File: src/hdl/mbx_map.svh
`ifndef MBX_MAP_SVH
`define MBX_MAP_SVH

// ----------------------------------------
// Widths
// ----------------------------------------
`define MBX_W 36
`define MBX_PTR_W 10
`define MBX_OFS_W 9

// ----------------------------------------
// Queue depth and reset values
// ----------------------------------------
`define MBX_DEPTH 10'h200
`define MBX_OFS_RST 9'h008
`define MBX_FLAG_RST 4'hC

// ----------------------------------------
// Flag vector bit positions
// ----------------------------------------
`define MBX_F_IR 3
`define MBX_F_AF 2
`define MBX_F_AE 1
`define MBX_F_OR 0

`endif

File: src/hdl/mbx_pkg.sv
`default_nettype none
`include "mbx_map.svh"

package mbx_pkg;

  typedef logic [3:0] mbx_flag_t;

  typedef enum logic [4:0] {
    MBX_PROG_Y1 = 5'h01,
    MBX_PROG_X1 = 5'h02,
    MBX_PROG_Y2 = 5'h04,
    MBX_PROG_X2 = 5'h08,
    MBX_PROG_DONE = 5'h10
  } mbx_prog_e;

  typedef struct packed {
    logic [`MBX_W-1:0] word;
    logic flag_n;
  } mbx_box_s;

  typedef struct packed {
    mbx_flag_t s1;
    mbx_flag_t s2;
  } mbx_sync_s;

  typedef struct packed {
    logic a_clk_q;
    logic b_clk_q;
    logic [`MBX_PTR_W-1:0] ab_wptr;
    logic [`MBX_PTR_W-1:0] ab_rptr;
    logic [`MBX_PTR_W-1:0] ba_wptr;
    logic [`MBX_PTR_W-1:0] ba_rptr;
    logic ab_or;
    logic ba_or;
    logic [`MBX_W-1:0] ab_out;
    logic [`MBX_W-1:0] ba_out;
    logic [`MBX_W-1:0] a_dout;
    logic [`MBX_W-1:0] b_dout;
    logic a_oe;
    logic b_oe;
    logic [`MBX_OFS_W-1:0] ab_near_empty_offset;
    logic [`MBX_OFS_W-1:0] ab_near_full_offset;
    logic [`MBX_OFS_W-1:0] ba_near_empty_offset;
    logic [`MBX_OFS_W-1:0] ba_near_full_offset;
    mbx_prog_e prog;
    logic ab_push;
    logic ab_pop;
    logic ba_push;
    logic ba_pop;
  } mbx_top_s;

endpackage : mbx_pkg

`default_nettype wire

File: src/hdl/mbx_box_if.sv
`timescale 1ns/10ps
`default_nettype none
`include "mbx_map.svh"

interface mbx_box_if;
  logic wr;
  logic rd;
  logic [`MBX_W-1:0] wdata;
  logic [`MBX_W-1:0] word;
  logic flag_n;

  modport box (input wr, input rd, input wdata, output word, output flag_n);
  modport user (output wr, output rd, output wdata, input word, input flag_n);
endinterface : mbx_box_if

`default_nettype wire

File: src/hdl/mbx_box.sv
`timescale 1ns/10ps
`default_nettype none
`include "mbx_map.svh"

module mbx_box (
  // System
  input wire logic clk_sys,
  input wire logic sys_rst,
  input wire logic clk_en,
  // Mailbox access
  mbx_box_if.box bx
);

  mbx_pkg::mbx_box_s s;
  mbx_pkg::mbx_box_s next_s;

  always_comb begin
    next_s = s;
    // Read empties the box; the word itself stays
    if (bx.rd) begin
      next_s.flag_n = 1'b1;
    end
    // Write only while empty; a write wins over a same-cycle read
    if (bx.wr && s.flag_n) begin
      next_s.word = bx.wdata;
      next_s.flag_n = 1'b0;
    end
  end

  always_ff @(posedge clk_sys or posedge sys_rst) begin
    if (sys_rst) begin
      s.word <= '0;
      s.flag_n <= 1'b1;
    end else if (clk_en) begin
      s <= next_s;
    end
  end

  assign bx.word = s.word;
  assign bx.flag_n = s.flag_n;

endmodule : mbx_box

`default_nettype wire

File: src/hdl/mbx_sync.sv
`timescale 1ns/10ps
`default_nettype none
`include "mbx_map.svh"

module mbx_sync #(
  parameter mbx_pkg::mbx_flag_t RST = `MBX_FLAG_RST
) (
  // System
  input wire logic clk_sys,
  input wire logic sys_rst,
  input wire logic clk_en,
  // Port clock edge and flags
  input wire logic port_edge,
  input wire mbx_pkg::mbx_flag_t d,
  output mbx_pkg::mbx_flag_t q
);

  mbx_pkg::mbx_sync_s s;
  mbx_pkg::mbx_sync_s next_s;

  // Two stages, advanced only on the owning port clock edge
  always_comb begin
    next_s = s;
    if (port_edge) begin
      next_s.s1 = d;
      next_s.s2 = s.s1;
    end
  end

  always_ff @(posedge clk_sys or posedge sys_rst) begin
    if (sys_rst) begin
      s.s1 <= RST;
      s.s2 <= RST;
    end else if (clk_en) begin
      s <= next_s;
    end
  end

  assign q = s.s2;

endmodule : mbx_sync

`default_nettype wire

File: src/hdl/mbx_dual_box.sv
`timescale 1ns/10ps
`default_nettype none
`include "mbx_map.svh"
//
// Contract
// - Each direction has one 36-bit bypass word
// - Box select steers transfer to box or queue
// - Port A box write stores A data
// - Port B box write stores B data
// - Box write drives new-word flag low
// - Writes ignored while flag is low
// - Output data from box or queue register
// - Port B box read raises A-to-B flag
// - Port A box read raises B-to-A flag
// - Reading a box keeps its word
// - Reset loads offsets with preset eight
// - Offset writes need not be consecutive
// - Output ready and load on third edge
// - Input ready returns after read, synchronised
// - Near flags follow after synchronising edges
// - Output register word counts as read
// - Fill flags pass two stages on port clock; new-word flags are not staged

module mbx_dual_box (
  // System
  input wire logic clk_sys,
  input wire logic sys_rst,
  input wire logic clk_en,
  // Port A controls
  input wire logic port_a_clock,
  input wire logic port_a_select_n,
  input wire logic port_a_direction,
  input wire logic port_a_transfer_enable,
  input wire logic port_a_box_select,
  // Port A data bus
  input wire logic [`MBX_W-1:0] port_a_data_in,
  output logic [`MBX_W-1:0] port_a_data_out,
  output logic port_a_data_oe,
  // Port A flags
  output logic port_a_input_ready,
  output logic port_a_output_ready,
  output logic port_a_near_empty_n,
  output logic port_a_near_full_n,
  output logic a_to_b_new_word_flag_n,
  // Port B controls
  input wire logic port_b_clock,
  input wire logic port_b_select_n,
  input wire logic port_b_direction,
  input wire logic port_b_transfer_enable,
  input wire logic port_b_box_select,
  // Port B data bus
  input wire logic [`MBX_W-1:0] port_b_data_in,
  output logic [`MBX_W-1:0] port_b_data_out,
  output logic port_b_data_oe,
  // Port B flags
  output logic port_b_input_ready,
  output logic port_b_output_ready,
  output logic port_b_near_empty_n,
  output logic port_b_near_full_n,
  output logic b_to_a_new_word_flag_n,
  // Offset programming
  input wire logic offset_program_start,
  // Queue array side
  output logic ab_push,
  output logic ab_pop,
  output logic ba_push,
  output logic ba_pop,
  input wire logic [`MBX_W-1:0] ab_head_word,
  input wire logic [`MBX_W-1:0] ba_head_word
);

  mbx_pkg::mbx_top_s s;
  mbx_pkg::mbx_top_s next_s;

  logic a_edge;
  logic b_edge;
  logic a_sel;
  logic b_sel;
  logic a_wr;
  logic a_rd;
  logic b_wr;
  logic b_rd;
  logic prog_wr;
  logic ab_push_c;
  logic ba_push_c;
  logic ab_pop_c;
  logic ba_pop_c;
  logic ab_rd;
  logic ba_rd;
  logic [`MBX_PTR_W-1:0] ab_lvl;
  logic [`MBX_PTR_W-1:0] ba_lvl;
  logic [`MBX_PTR_W-1:0] ab_lvl_n;
  logic [`MBX_PTR_W-1:0] ba_lvl_n;
  mbx_pkg::mbx_flag_t a_raw;
  mbx_pkg::mbx_flag_t b_raw;
  mbx_pkg::mbx_flag_t a_q;
  mbx_pkg::mbx_flag_t b_q;

  mbx_box_if ab_if ();
  mbx_box_if ba_if ();

  // ----------------------------------------
  // Port decode
  // ----------------------------------------
  always_comb begin
    a_edge = port_a_clock & ~s.a_clk_q;
    b_edge = port_b_clock & ~s.b_clk_q;
    a_sel = a_edge & ~port_a_select_n & port_a_transfer_enable;
    b_sel = b_edge & ~port_b_select_n & port_b_transfer_enable;
    a_wr = a_sel & port_a_direction;
    a_rd = a_sel & ~port_a_direction;
    b_wr = b_sel & ~port_b_direction;
    b_rd = b_sel & port_b_direction;
  end

  // ----------------------------------------
  // Bypass boxes
  // ----------------------------------------
  assign ab_if.wr = a_wr & port_a_box_select;
  assign ab_if.rd = b_rd & port_b_box_select;
  assign ab_if.wdata = port_a_data_in;
  assign ba_if.wr = b_wr & port_b_box_select;
  assign ba_if.rd = a_rd & port_a_box_select;
  assign ba_if.wdata = port_b_data_in;

  // One 36-bit word each way
  mbx_box u_ab_box (
    .clk_sys(clk_sys),
    .sys_rst(sys_rst),
    .clk_en(clk_en),
    .bx(ab_if)
  );

  mbx_box u_ba_box (
    .clk_sys(clk_sys),
    .sys_rst(sys_rst),
    .clk_en(clk_en),
    .bx(ba_if)
  );

  // ----------------------------------------
  // Queue pointers, output registers, offsets
  // ----------------------------------------
  always_comb begin
    next_s = s;
    next_s.a_clk_q = port_a_clock;
    next_s.b_clk_q = port_b_clock;
    // Pointers count words moved to the output register
    ab_lvl = s.ab_wptr - s.ab_rptr;
    ba_lvl = s.ba_wptr - s.ba_rptr;

    // Offset words come in as plain port A queue writes
    prog_wr = a_wr & ~port_a_box_select & (s.prog != mbx_pkg::MBX_PROG_DONE);
    if (offset_program_start) begin
      next_s.prog = mbx_pkg::MBX_PROG_Y1;
    end else if (prog_wr) begin
      unique case (s.prog)
        mbx_pkg::MBX_PROG_Y1: begin
          next_s.ab_near_full_offset = port_a_data_in[`MBX_OFS_W-1:0];
          next_s.prog = mbx_pkg::MBX_PROG_X1;
        end
        mbx_pkg::MBX_PROG_X1: begin
          next_s.ab_near_empty_offset = port_a_data_in[`MBX_OFS_W-1:0];
          next_s.prog = mbx_pkg::MBX_PROG_Y2;
        end
        mbx_pkg::MBX_PROG_Y2: begin
          next_s.ba_near_full_offset = port_a_data_in[`MBX_OFS_W-1:0];
          next_s.prog = mbx_pkg::MBX_PROG_X2;
        end
        mbx_pkg::MBX_PROG_X2: begin
          next_s.ba_near_empty_offset = port_a_data_in[`MBX_OFS_W-1:0];
          next_s.prog = mbx_pkg::MBX_PROG_DONE;
        end
        default: begin
          next_s.prog = mbx_pkg::MBX_PROG_DONE;
        end
      endcase
    end

    // Writes refused while input ready is low
    ab_push_c = a_wr & ~port_a_box_select & (s.prog == mbx_pkg::MBX_PROG_DONE)
              & a_q[`MBX_F_IR] & (ab_lvl != `MBX_DEPTH);
    ba_push_c = b_wr & ~port_b_box_select & b_q[`MBX_F_IR]
              & (ba_lvl != `MBX_DEPTH);

    // Reads refused while output ready is low
    ab_rd = b_rd & ~port_b_box_select & s.ab_or;
    ba_rd = a_rd & ~port_a_box_select & s.ba_or;
    // Load once the word has passed two reader stages
    ab_pop_c = b_edge & b_q[`MBX_F_OR] & (ab_lvl != '0) & (~s.ab_or | ab_rd);
    ba_pop_c = a_edge & a_q[`MBX_F_OR] & (ba_lvl != '0) & (~s.ba_or | ba_rd);

    if (ab_push_c) begin
      next_s.ab_wptr = s.ab_wptr + 10'h001;
    end
    if (ba_push_c) begin
      next_s.ba_wptr = s.ba_wptr + 10'h001;
    end
    if (ab_pop_c) begin
      next_s.ab_rptr = s.ab_rptr + 10'h001;
      next_s.ab_out = ab_head_word;
      next_s.ab_or = 1'b1;
    end else if (ab_rd) begin
      next_s.ab_or = 1'b0;
    end
    if (ba_pop_c) begin
      next_s.ba_rptr = s.ba_rptr + 10'h001;
      next_s.ba_out = ba_head_word;
      next_s.ba_or = 1'b1;
    end else if (ba_rd) begin
      next_s.ba_or = 1'b0;
    end
    next_s.ab_push = ab_push_c;
    next_s.ab_pop = ab_pop_c;
    next_s.ba_push = ba_push_c;
    next_s.ba_pop = ba_pop_c;

    // Raw fill flags, before the port stages
    ab_lvl_n = next_s.ab_wptr - next_s.ab_rptr;
    ba_lvl_n = next_s.ba_wptr - next_s.ba_rptr;
    a_raw[`MBX_F_IR] = ab_lvl_n != `MBX_DEPTH;
    a_raw[`MBX_F_AF] = ab_lvl_n < (`MBX_DEPTH - {1'b0, s.ab_near_full_offset});
    a_raw[`MBX_F_AE] = ba_lvl_n > {1'b0, s.ba_near_empty_offset};
    a_raw[`MBX_F_OR] = ba_lvl_n != '0;
    b_raw[`MBX_F_IR] = ba_lvl_n != `MBX_DEPTH;
    b_raw[`MBX_F_AF] = ba_lvl_n < (`MBX_DEPTH - {1'b0, s.ba_near_full_offset});
    b_raw[`MBX_F_AE] = ab_lvl_n > {1'b0, s.ab_near_empty_offset};
    b_raw[`MBX_F_OR] = ab_lvl_n != '0;

    // Port output drivers
    next_s.a_oe = ~port_a_select_n & ~port_a_direction;
    next_s.a_dout = port_a_box_select ? ba_if.word : s.ba_out;
    next_s.b_oe = ~port_b_select_n & port_b_direction;
    next_s.b_dout = port_b_box_select ? ab_if.word : s.ab_out;
  end

  always_ff @(posedge clk_sys or posedge sys_rst) begin
    if (sys_rst) begin
      s <= '0;
      s.ab_near_empty_offset <= `MBX_OFS_RST;
      s.ab_near_full_offset <= `MBX_OFS_RST;
      s.ba_near_empty_offset <= `MBX_OFS_RST;
      s.ba_near_full_offset <= `MBX_OFS_RST;
      s.prog <= mbx_pkg::MBX_PROG_DONE;
    end else if (clk_en) begin
      s <= next_s;
    end
  end

  // ----------------------------------------
  // Port flag stages
  // ----------------------------------------
  mbx_sync u_a_sync (
    .clk_sys(clk_sys),
    .sys_rst(sys_rst),
    .clk_en(clk_en),
    .port_edge(a_edge),
    .d(a_raw),
    .q(a_q)
  );

  mbx_sync u_b_sync (
    .clk_sys(clk_sys),
    .sys_rst(sys_rst),
    .clk_en(clk_en),
    .port_edge(b_edge),
    .d(b_raw),
    .q(b_q)
  );

  // ----------------------------------------
  // Outputs
  // ----------------------------------------
  assign port_a_data_out = s.a_dout;
  assign port_a_data_oe = s.a_oe;
  assign port_a_input_ready = a_q[`MBX_F_IR];
  assign port_a_near_full_n = a_q[`MBX_F_AF];
  assign port_a_near_empty_n = a_q[`MBX_F_AE];
  assign port_a_output_ready = s.ba_or;
  assign a_to_b_new_word_flag_n = ab_if.flag_n;
  assign port_b_data_out = s.b_dout;
  assign port_b_data_oe = s.b_oe;
  assign port_b_input_ready = b_q[`MBX_F_IR];
  assign port_b_near_full_n = b_q[`MBX_F_AF];
  assign port_b_near_empty_n = b_q[`MBX_F_AE];
  assign port_b_output_ready = s.ab_or;
  assign b_to_a_new_word_flag_n = ba_if.flag_n;
  assign ab_push = s.ab_push;
  assign ab_pop = s.ab_pop;
  assign ba_push = s.ba_push;
  assign ba_pop = s.ba_pop;
endmodule : mbx_dual_box

`default_nettype wire

File: config.mk
export PLATFORM = sky130hd
export DESIGN_NAME = mbx_dual_box
export DESIGN_NICKNAME = d
export VERILOG_FILES = /design/src/hdl/mbx_pkg.sv /design/src/hdl/mbx_box_if.sv /design/src/hdl/mbx_box.sv /design/src/hdl/mbx_sync.sv /design/src/hdl/mbx_dual_box.sv
export VERILOG_INCLUDE_DIRS = /design/src /design/src/hdl
export SDC_FILE = /design/constraint.sdc
export NUM_CORES = 1
export LEC_CHECK = 0
export BUFFER_PORTS_ARGS = -buffer_cell sky130_fd_sc_hd__buf_4
export CAP_MARGIN = 0
export CORE_ASPECT_RATIO = 0.5
export CORE_MARGIN = 1
export CORE_UTILIZATION = 31
export DETAILED_ROUTE_END_ITERATION = 8
export GPL_ROUTABILITY_DRIVEN = 0
export SLEW_MARGIN = 10
export SYNTH_ARGS = -nofsm -noshare
export SYNTH_HDL_FRONTEND = slang
export SYNTH_SLANG_ARGS = --single-unit
File: constraint.sdc
create_clock -name clk_sys -period 9.4 [get_ports clk_sys]
set_input_delay 0.47 -clock clk_sys [delete_from_list [all_inputs] [get_ports clk_sys]]
set_output_delay 0.47 -clock clk_sys [all_outputs]
set_load 0.05 [all_outputs]
# After elaboration in Yosys (flattened, before gate mapping)
# Cells that the tools add are included.
# word_totals
register_bits,325
latch_bits,0
ramBits,0
mem_bits_ro,0
in_bits,158
out_inout_bits,88
word_cells,145
mem_count,0
# classes
addsub,10
n_mul,0
n_div,0
magnitude_cmp,4
eq_ne,10
shift,0
mux,17
bitwise,47
reduce_logical,26
# op_table
operator,count
$mux 36,2
$add 10x1->10 const B,4
$mux 10,4
$ne 10x10->1 const B,4
$reduce_bool 10->1,4
$sub 10x10->10,4
$and 1x1->1,34
$reduce_and 2->1,11
$gt 10x9->1,2
$lt 10x10->1,2
$sub 10x9->10 const A,2
$reduce_and 4->1,4
$pmux 5 s3,1
$not 1->1,11
$mux 5,2
$reduce_bool 2->1,5
$mux 1,8
$eq 5x1->1 const B,1
$eq 5x2->1 const B,1
$eq 5x3->1 const B,1
$eq 5x4->1 const B,1
$eq 5x5->1 const B,1
$ne 5x5->1 const B,1
$logic_and 1x1->1,2
$or 1x1->1,2

# Longest topological paths before layout
# logic_depth
word_depth,12
ltp_mapped,27
mapped_depth_nobuf,24

# Cells and area by module
# Synthesis repeated with hierarchy kept, for this count alone.
# hier_totals
cells_unflattened,1614
area_unflattened_um2,17435.5
# modules_own_cells
mod,instances,cells_per_inst,area_each_um2,seq_area_each_um2
mbx_dual_box,1,1408,13726.9,5886.9
mbx_box,2,81,1519.0,927.1
mbx_sync,2,22,335.3,205.2

# Least setup slack after synthesis
# OpenSTA, ideal clock, no wires.
# synth_path
path_type,reg-to-reg
from,register s[216] in the netlist's numbering
to,register u_a_sync.s[6] in the netlist's numbering
setup_time_ps,79
arrival_ps,5222
required_time_ps,9321
setup_slack_ps,4099
path_stages_with_launch,25
path_buffers,2
period_less_slack_ps,5301
path_cell_list,dfrtp_1 > clkbuf_1 > inv_1 > ha_1 > a21o_1 > a21oi_1 > a31o_2 > a311o_1 > o2111a_2 > nor2_1 > clkbuf_1 > nand4_1 > xnor2_1 > ha_1 > or2_2 > nor2_1 > nand4_1 > a31o_2 > a311o_1 > or3_1 > nand2_1 > xnor2_1 > ha_1 > or3_1 > o21ai_0
# synth_via
elab_chain_len,7
elab_cells_between_ends,11
classes_between,3 x add/sub; 1 x order compare; 1 x eq/ne; 2 x mux; 3 x bitwise; 1 x reduce/logical
# synth_lines
item,line,rtl
from (decl),mbx_dual_box.sv:72,mbx_pkg::mbx_top_s s;
from (signal assigned),mbx_dual_box.sv:246,s <= next_s;
$sub 10x10->10,mbx_dual_box.sv:149,ab_lvl = s.ab_wptr - s.ab_rptr;
$reduce_bool 10->1,mbx_dual_box.sv:190,ab_pop_c = b_edge & b_q[`MBX_F_OR] & (ab_lvl != '0) & (~s.ab_or | ab_rd);
$and 1x1->1 (2 in series),mbx_dual_box.sv:190,
$mux 10,mbx_dual_box.sv:199,if (ab_pop_c) begin
$sub 10x10->10 (*),mbx_dual_box.sv:219,ab_lvl_n = next_s.ab_wptr - next_s.ab_rptr;
$lt 10x10->1 (*),mbx_dual_box.sv:222,"a_raw[`MBX_F_AF] = ab_lvl_n < (`MBX_DEPTH - {1'b0, s.ab_near_full_offset});"
to (signal assigned),mbx_sync.sv:35,s <= next_s;
to (decl),mbx_sync.sv:18,mbx_pkg::mbx_sync_s s;
# Mark *: on every way between the ends. The rest lies on a longest branch, timed or not.
# A chain may end at the register's enable or synchronous reset.

# Worst setup path after layout
# layout_path
from,register s[227] in the netlist's numbering
to,register u_a_sync.s[6] in the netlist's numbering
# The elaborated chain is that of the path after synthesis.

==> impl_metrics.env <==
export IMPL_pin_count=246
export IMPL_synth_simple_area_share_pct=11.2
export IMPL_cts_hold_buffers=0
export IMPL_initial_core_util_pct=31.8
export IMPL_p_leak_nw=9.83
export IMPL_cp_max_fo=11
export IMPL_die_area_um2=56800
export IMPL_rsz0062_at_grt="false"
export IMPL_drv_cap=0
export IMPL_grt_antenna_before_repair=7
export IMPL_synth_compound_area_share_pct=9.20
export IMPL_reg2reg_slack_ps=3400
export IMPL_fin_crit_ps=6000
export IMPL_slew_viol_final=0
export IMPL_cts_sinks=325
export IMPL_clock_path_buffers=3
export IMPL_numPortBuffers=245
export IMPL_path_depth=21
export IMPL_cts_buffers=35
export IMPL_clock_latency_ps=530
export IMPL_cts_clk_slew_worst_paths_ps=70
export IMPL_irDropWorstVdd_mv=0.0875
export IMPL_worstSetupStartpointType="register"
export IMPL_place_ws_ps=3500
export IMPL_hold_class="in -> reg"
export IMPL_r2r_end="u_a_sync.s[6]"
export IMPL_root_buffer="clkbuf_16"
export IMPL_vias=12141
export IMPL_first_pass_iters=6
export IMPL_synth_top_family_by_area="multiplexers"
export IMPL_reg2reg_from="s[227]"
export IMPL_synth_edf_count=0
export IMPL_hold_viol=0
export IMPL_cp_data_required_time_ps=9850
export IMPL_worst_path_max_delay_cell="nor2_1"
export IMPL_synth_fa_ha_area_share_pct=6.02
export IMPL_critPathMaxStageDelay_ps=630
export IMPL_ys_ff_latch=325
export IMPL_drtIter0Drc=616
export IMPL_wl_per_cell_um=17.4
export IMPL_setup_viol=0
export IMPL_async_flop_share_pct=100
export IMPL_post_cts_resized=0
export IMPL_p_per_area_nw_per_um2=204
export IMPL_synthMuxAreaShare_pct=15.1
export IMPL_ys_seq_area_share_pct=47.1
export IMPL_finalClockSkew_ps=14.8
export IMPL_num_rows=60
export IMPL_layout_setup_ws_ps=3400
export IMPL_dp_hpwl_um=31900
export IMPL_syn_num_nets=1851
export IMPL_setup_worst_path_start="s[227]"
export IMPL_setup_tns_ps=0
export IMPL_cts_tree="yes"
export IMPL_viasPerCell=4.78
export IMPL_rr_worst_depth=21
export IMPL_postCtsSetupBuffers=0
export IMPL_synth_area_leaders="dfrtp_1, mux2_2, ha_1"
export IMPL_area_growth_synth_to_final_pct=18.3
export IMPL_path_delay_family="simple AND/OR/NAND/NOR gates"
export IMPL_power_mw=4.18
export IMPL_status="finished clean"
export IMPL_yosysWarningCount=0
export IMPL_yosysTopAreaCell="dfrtp_1"
export IMPL_hp_start="port_a_select_n"
export IMPL_die_y_um=169
export IMPL_synthXorXnorAreaFrac_pct=5.14
export IMPL_cpMostUsedCell="ha_1"
export IMPL_grt_overflow=0
export IMPL_yosys_most_used_dff="dfrtp_1"
export IMPL_worstMarginPinSlew_ps=1180
export IMPL_synth_cells=1611
export IMPL_grt_pass1_wl_um=69700
export IMPL_synth_area_um2=17300
export IMPL_worstSetupPathType="reg -> reg"
export IMPL_min_period_over_period_pct=63.9
export IMPL_grt_pass1_vias=12241
export IMPL_netlist_area_leader_share_pct=44.9
export IMPL_cts_max_level=2
export IMPL_cp_data_arrival_time_ps=6460
export IMPL_grtUsageTotal_pct=15.7
export IMPL_max_freq_mhz=167
export IMPL_synth_avg_cell_area_um2=10.7
export IMPL_maxSlewHeadroom_pct=21.4
export IMPL_ant_nets=0
export IMPL_end_kind="register"
export IMPL_fp_coreArea_um2=54400
export IMPL_synthDistinctLibCells=68
export IMPL_crit_path_cell_trace="ha_1 > and4_1 > a21oi_1 > nand3_1 > a311o_1 > o2111a_2 > nor2_1 > nand4_1 > xnor2_1 > ha_1 > or2_2 > nor2_1 > nand4_1 > a31o_2 > a311o_1 > or3_1 > nand2_1 > xnor2_1 > ha_1 > or3_1 > o21ai_0"
export IMPL_fin_util_pct=37.6
export IMPL_crit_buf_inv=0
export IMPL_cp_endpoint="u_a_sync.s[6]"
export IMPL_grt_max_degree=171
export IMPL_nets=2009
export IMPL_drive_gt1_share_pct=28.2
export IMPL_wirelength_um=44200
export IMPL_drc=0
export IMPL_dieWidth_um=336
[metal layers]
layer / vias up / GRT usage [%] / part of all wire [%]
met2: 204 / 26.7 / 49
met1: 5968 / 19.7 / 43
met4: 0 / 6.83 / 3.6
li1: 5888 / - / -
met3: 81 / 2.70 / 4.2
met5: - / 0 / 0
[registers in the layout (all words and copies together) (netlist names)]
signal and cells:
u_ab_box.bx.flag_n 1, u_ba_box.bx.flag_n 1, s 155, u_b_sync.q 4
u_b_sync.s 4, port_b_data_oe 1, ba_push 1, u_a_sync.s 4
u_ba_box.bx.word 36, port_a_output_ready 1, ab_pop 1, u_a_sync.q 4
port_a_data_out 36, port_b_output_ready 1, u_ab_box.bx.word 36, ab_push 1
port_a_data_oe 1, port_b_data_out 36, ba_pop 1
[synth_stat cells (4+ instances only)]
cell type  instances
a311o_1            5
o211ai_1           4
mux2_2           166
o2111ai_1          8
xnor2_1           60
o21ai_0           49
dfrtp_1          310
dfstp_2           15
mux2i_1           74
and2_1             7
nor3_1            34
o21a_1            19
nand2_1           96
or2_2              6
nand2b_1          10
clkbuf_1          37
inv_1             70
nor2b_1           13
buf_4             77
ha_1              80
nor4_1            10
nor2_1           139
buf_1             13
a21oi_1          107
a2111oi_0          7
o31a_1             4
xor2_1            37
a211oi_1           4
nand4_1           19
nand3_1           26
or3_1             11
a21boi_0           5
nand3b_1           4
a21o_1            14
and3b_1            4
and3_1            10
[power by group]
group          internal (mW)  switching (mW)
clock                  0.766           0.573
sequential              1.62           0.125
combinational          0.453           0.637
total                   2.84            1.33
[metrics by stage]
step	instances	hold WS, ps	cell area, um^2
floorplan	1611	430	17300
global placement	2476	446	19400
detailed placement	2476	450	19400
CTS	2532	91.0	20400
global route	2538	108	20500
finish	2538	111	20500
[logic make-up after synthesis]
kind of cell,count (synthesis)
AOI/OAI and AO/OA,256
xor gates and xnor gates,99
adders and majority gates,82
buffers and inverters,203
DFF,325
muxes,240
and+or+nand+nor,406
[worst min-delay path by stage]
stage,endpoint,slack (ps),depth (start not counted)
after floorplan,u_a_sync.q[0],430,2
after global placement,u_a_sync.q[3],450,2
after detailed placement,u_b_sync.q[2],450,2
after CTS,port_a_data_oe,90,2
after global routing,port_a_data_oe,110,2
final,port_a_data_oe,110,2
[area by class of cell]
class,instances,area (um^2)
antenna,6,15.0
clock buffer,47,951
clock inverter,9,124
fill,5372,34000
inverter,70,267
multi-input combinational,1083,8100
sequential,325,8150
tap,744,931
timing repair buffer,254,1920
[layout by cell type, fill, tap and decap left out, drive strengths merged, types with 12 or more instances in the layout]
master  count
dfrtp     310
xor2       37
xnor2      61
buf       254
inv        69
a21oi     107
nand2      96
nor3       34
mux2      166
ha         80
or3        12
nand3      26
nor2      139
a21o       14
dfstp      15
nor2b      14
o21ai      51
nand4      19
o21a       19
mux2i      74
clkbuf     47
Power figures use the tool's default switching activity.
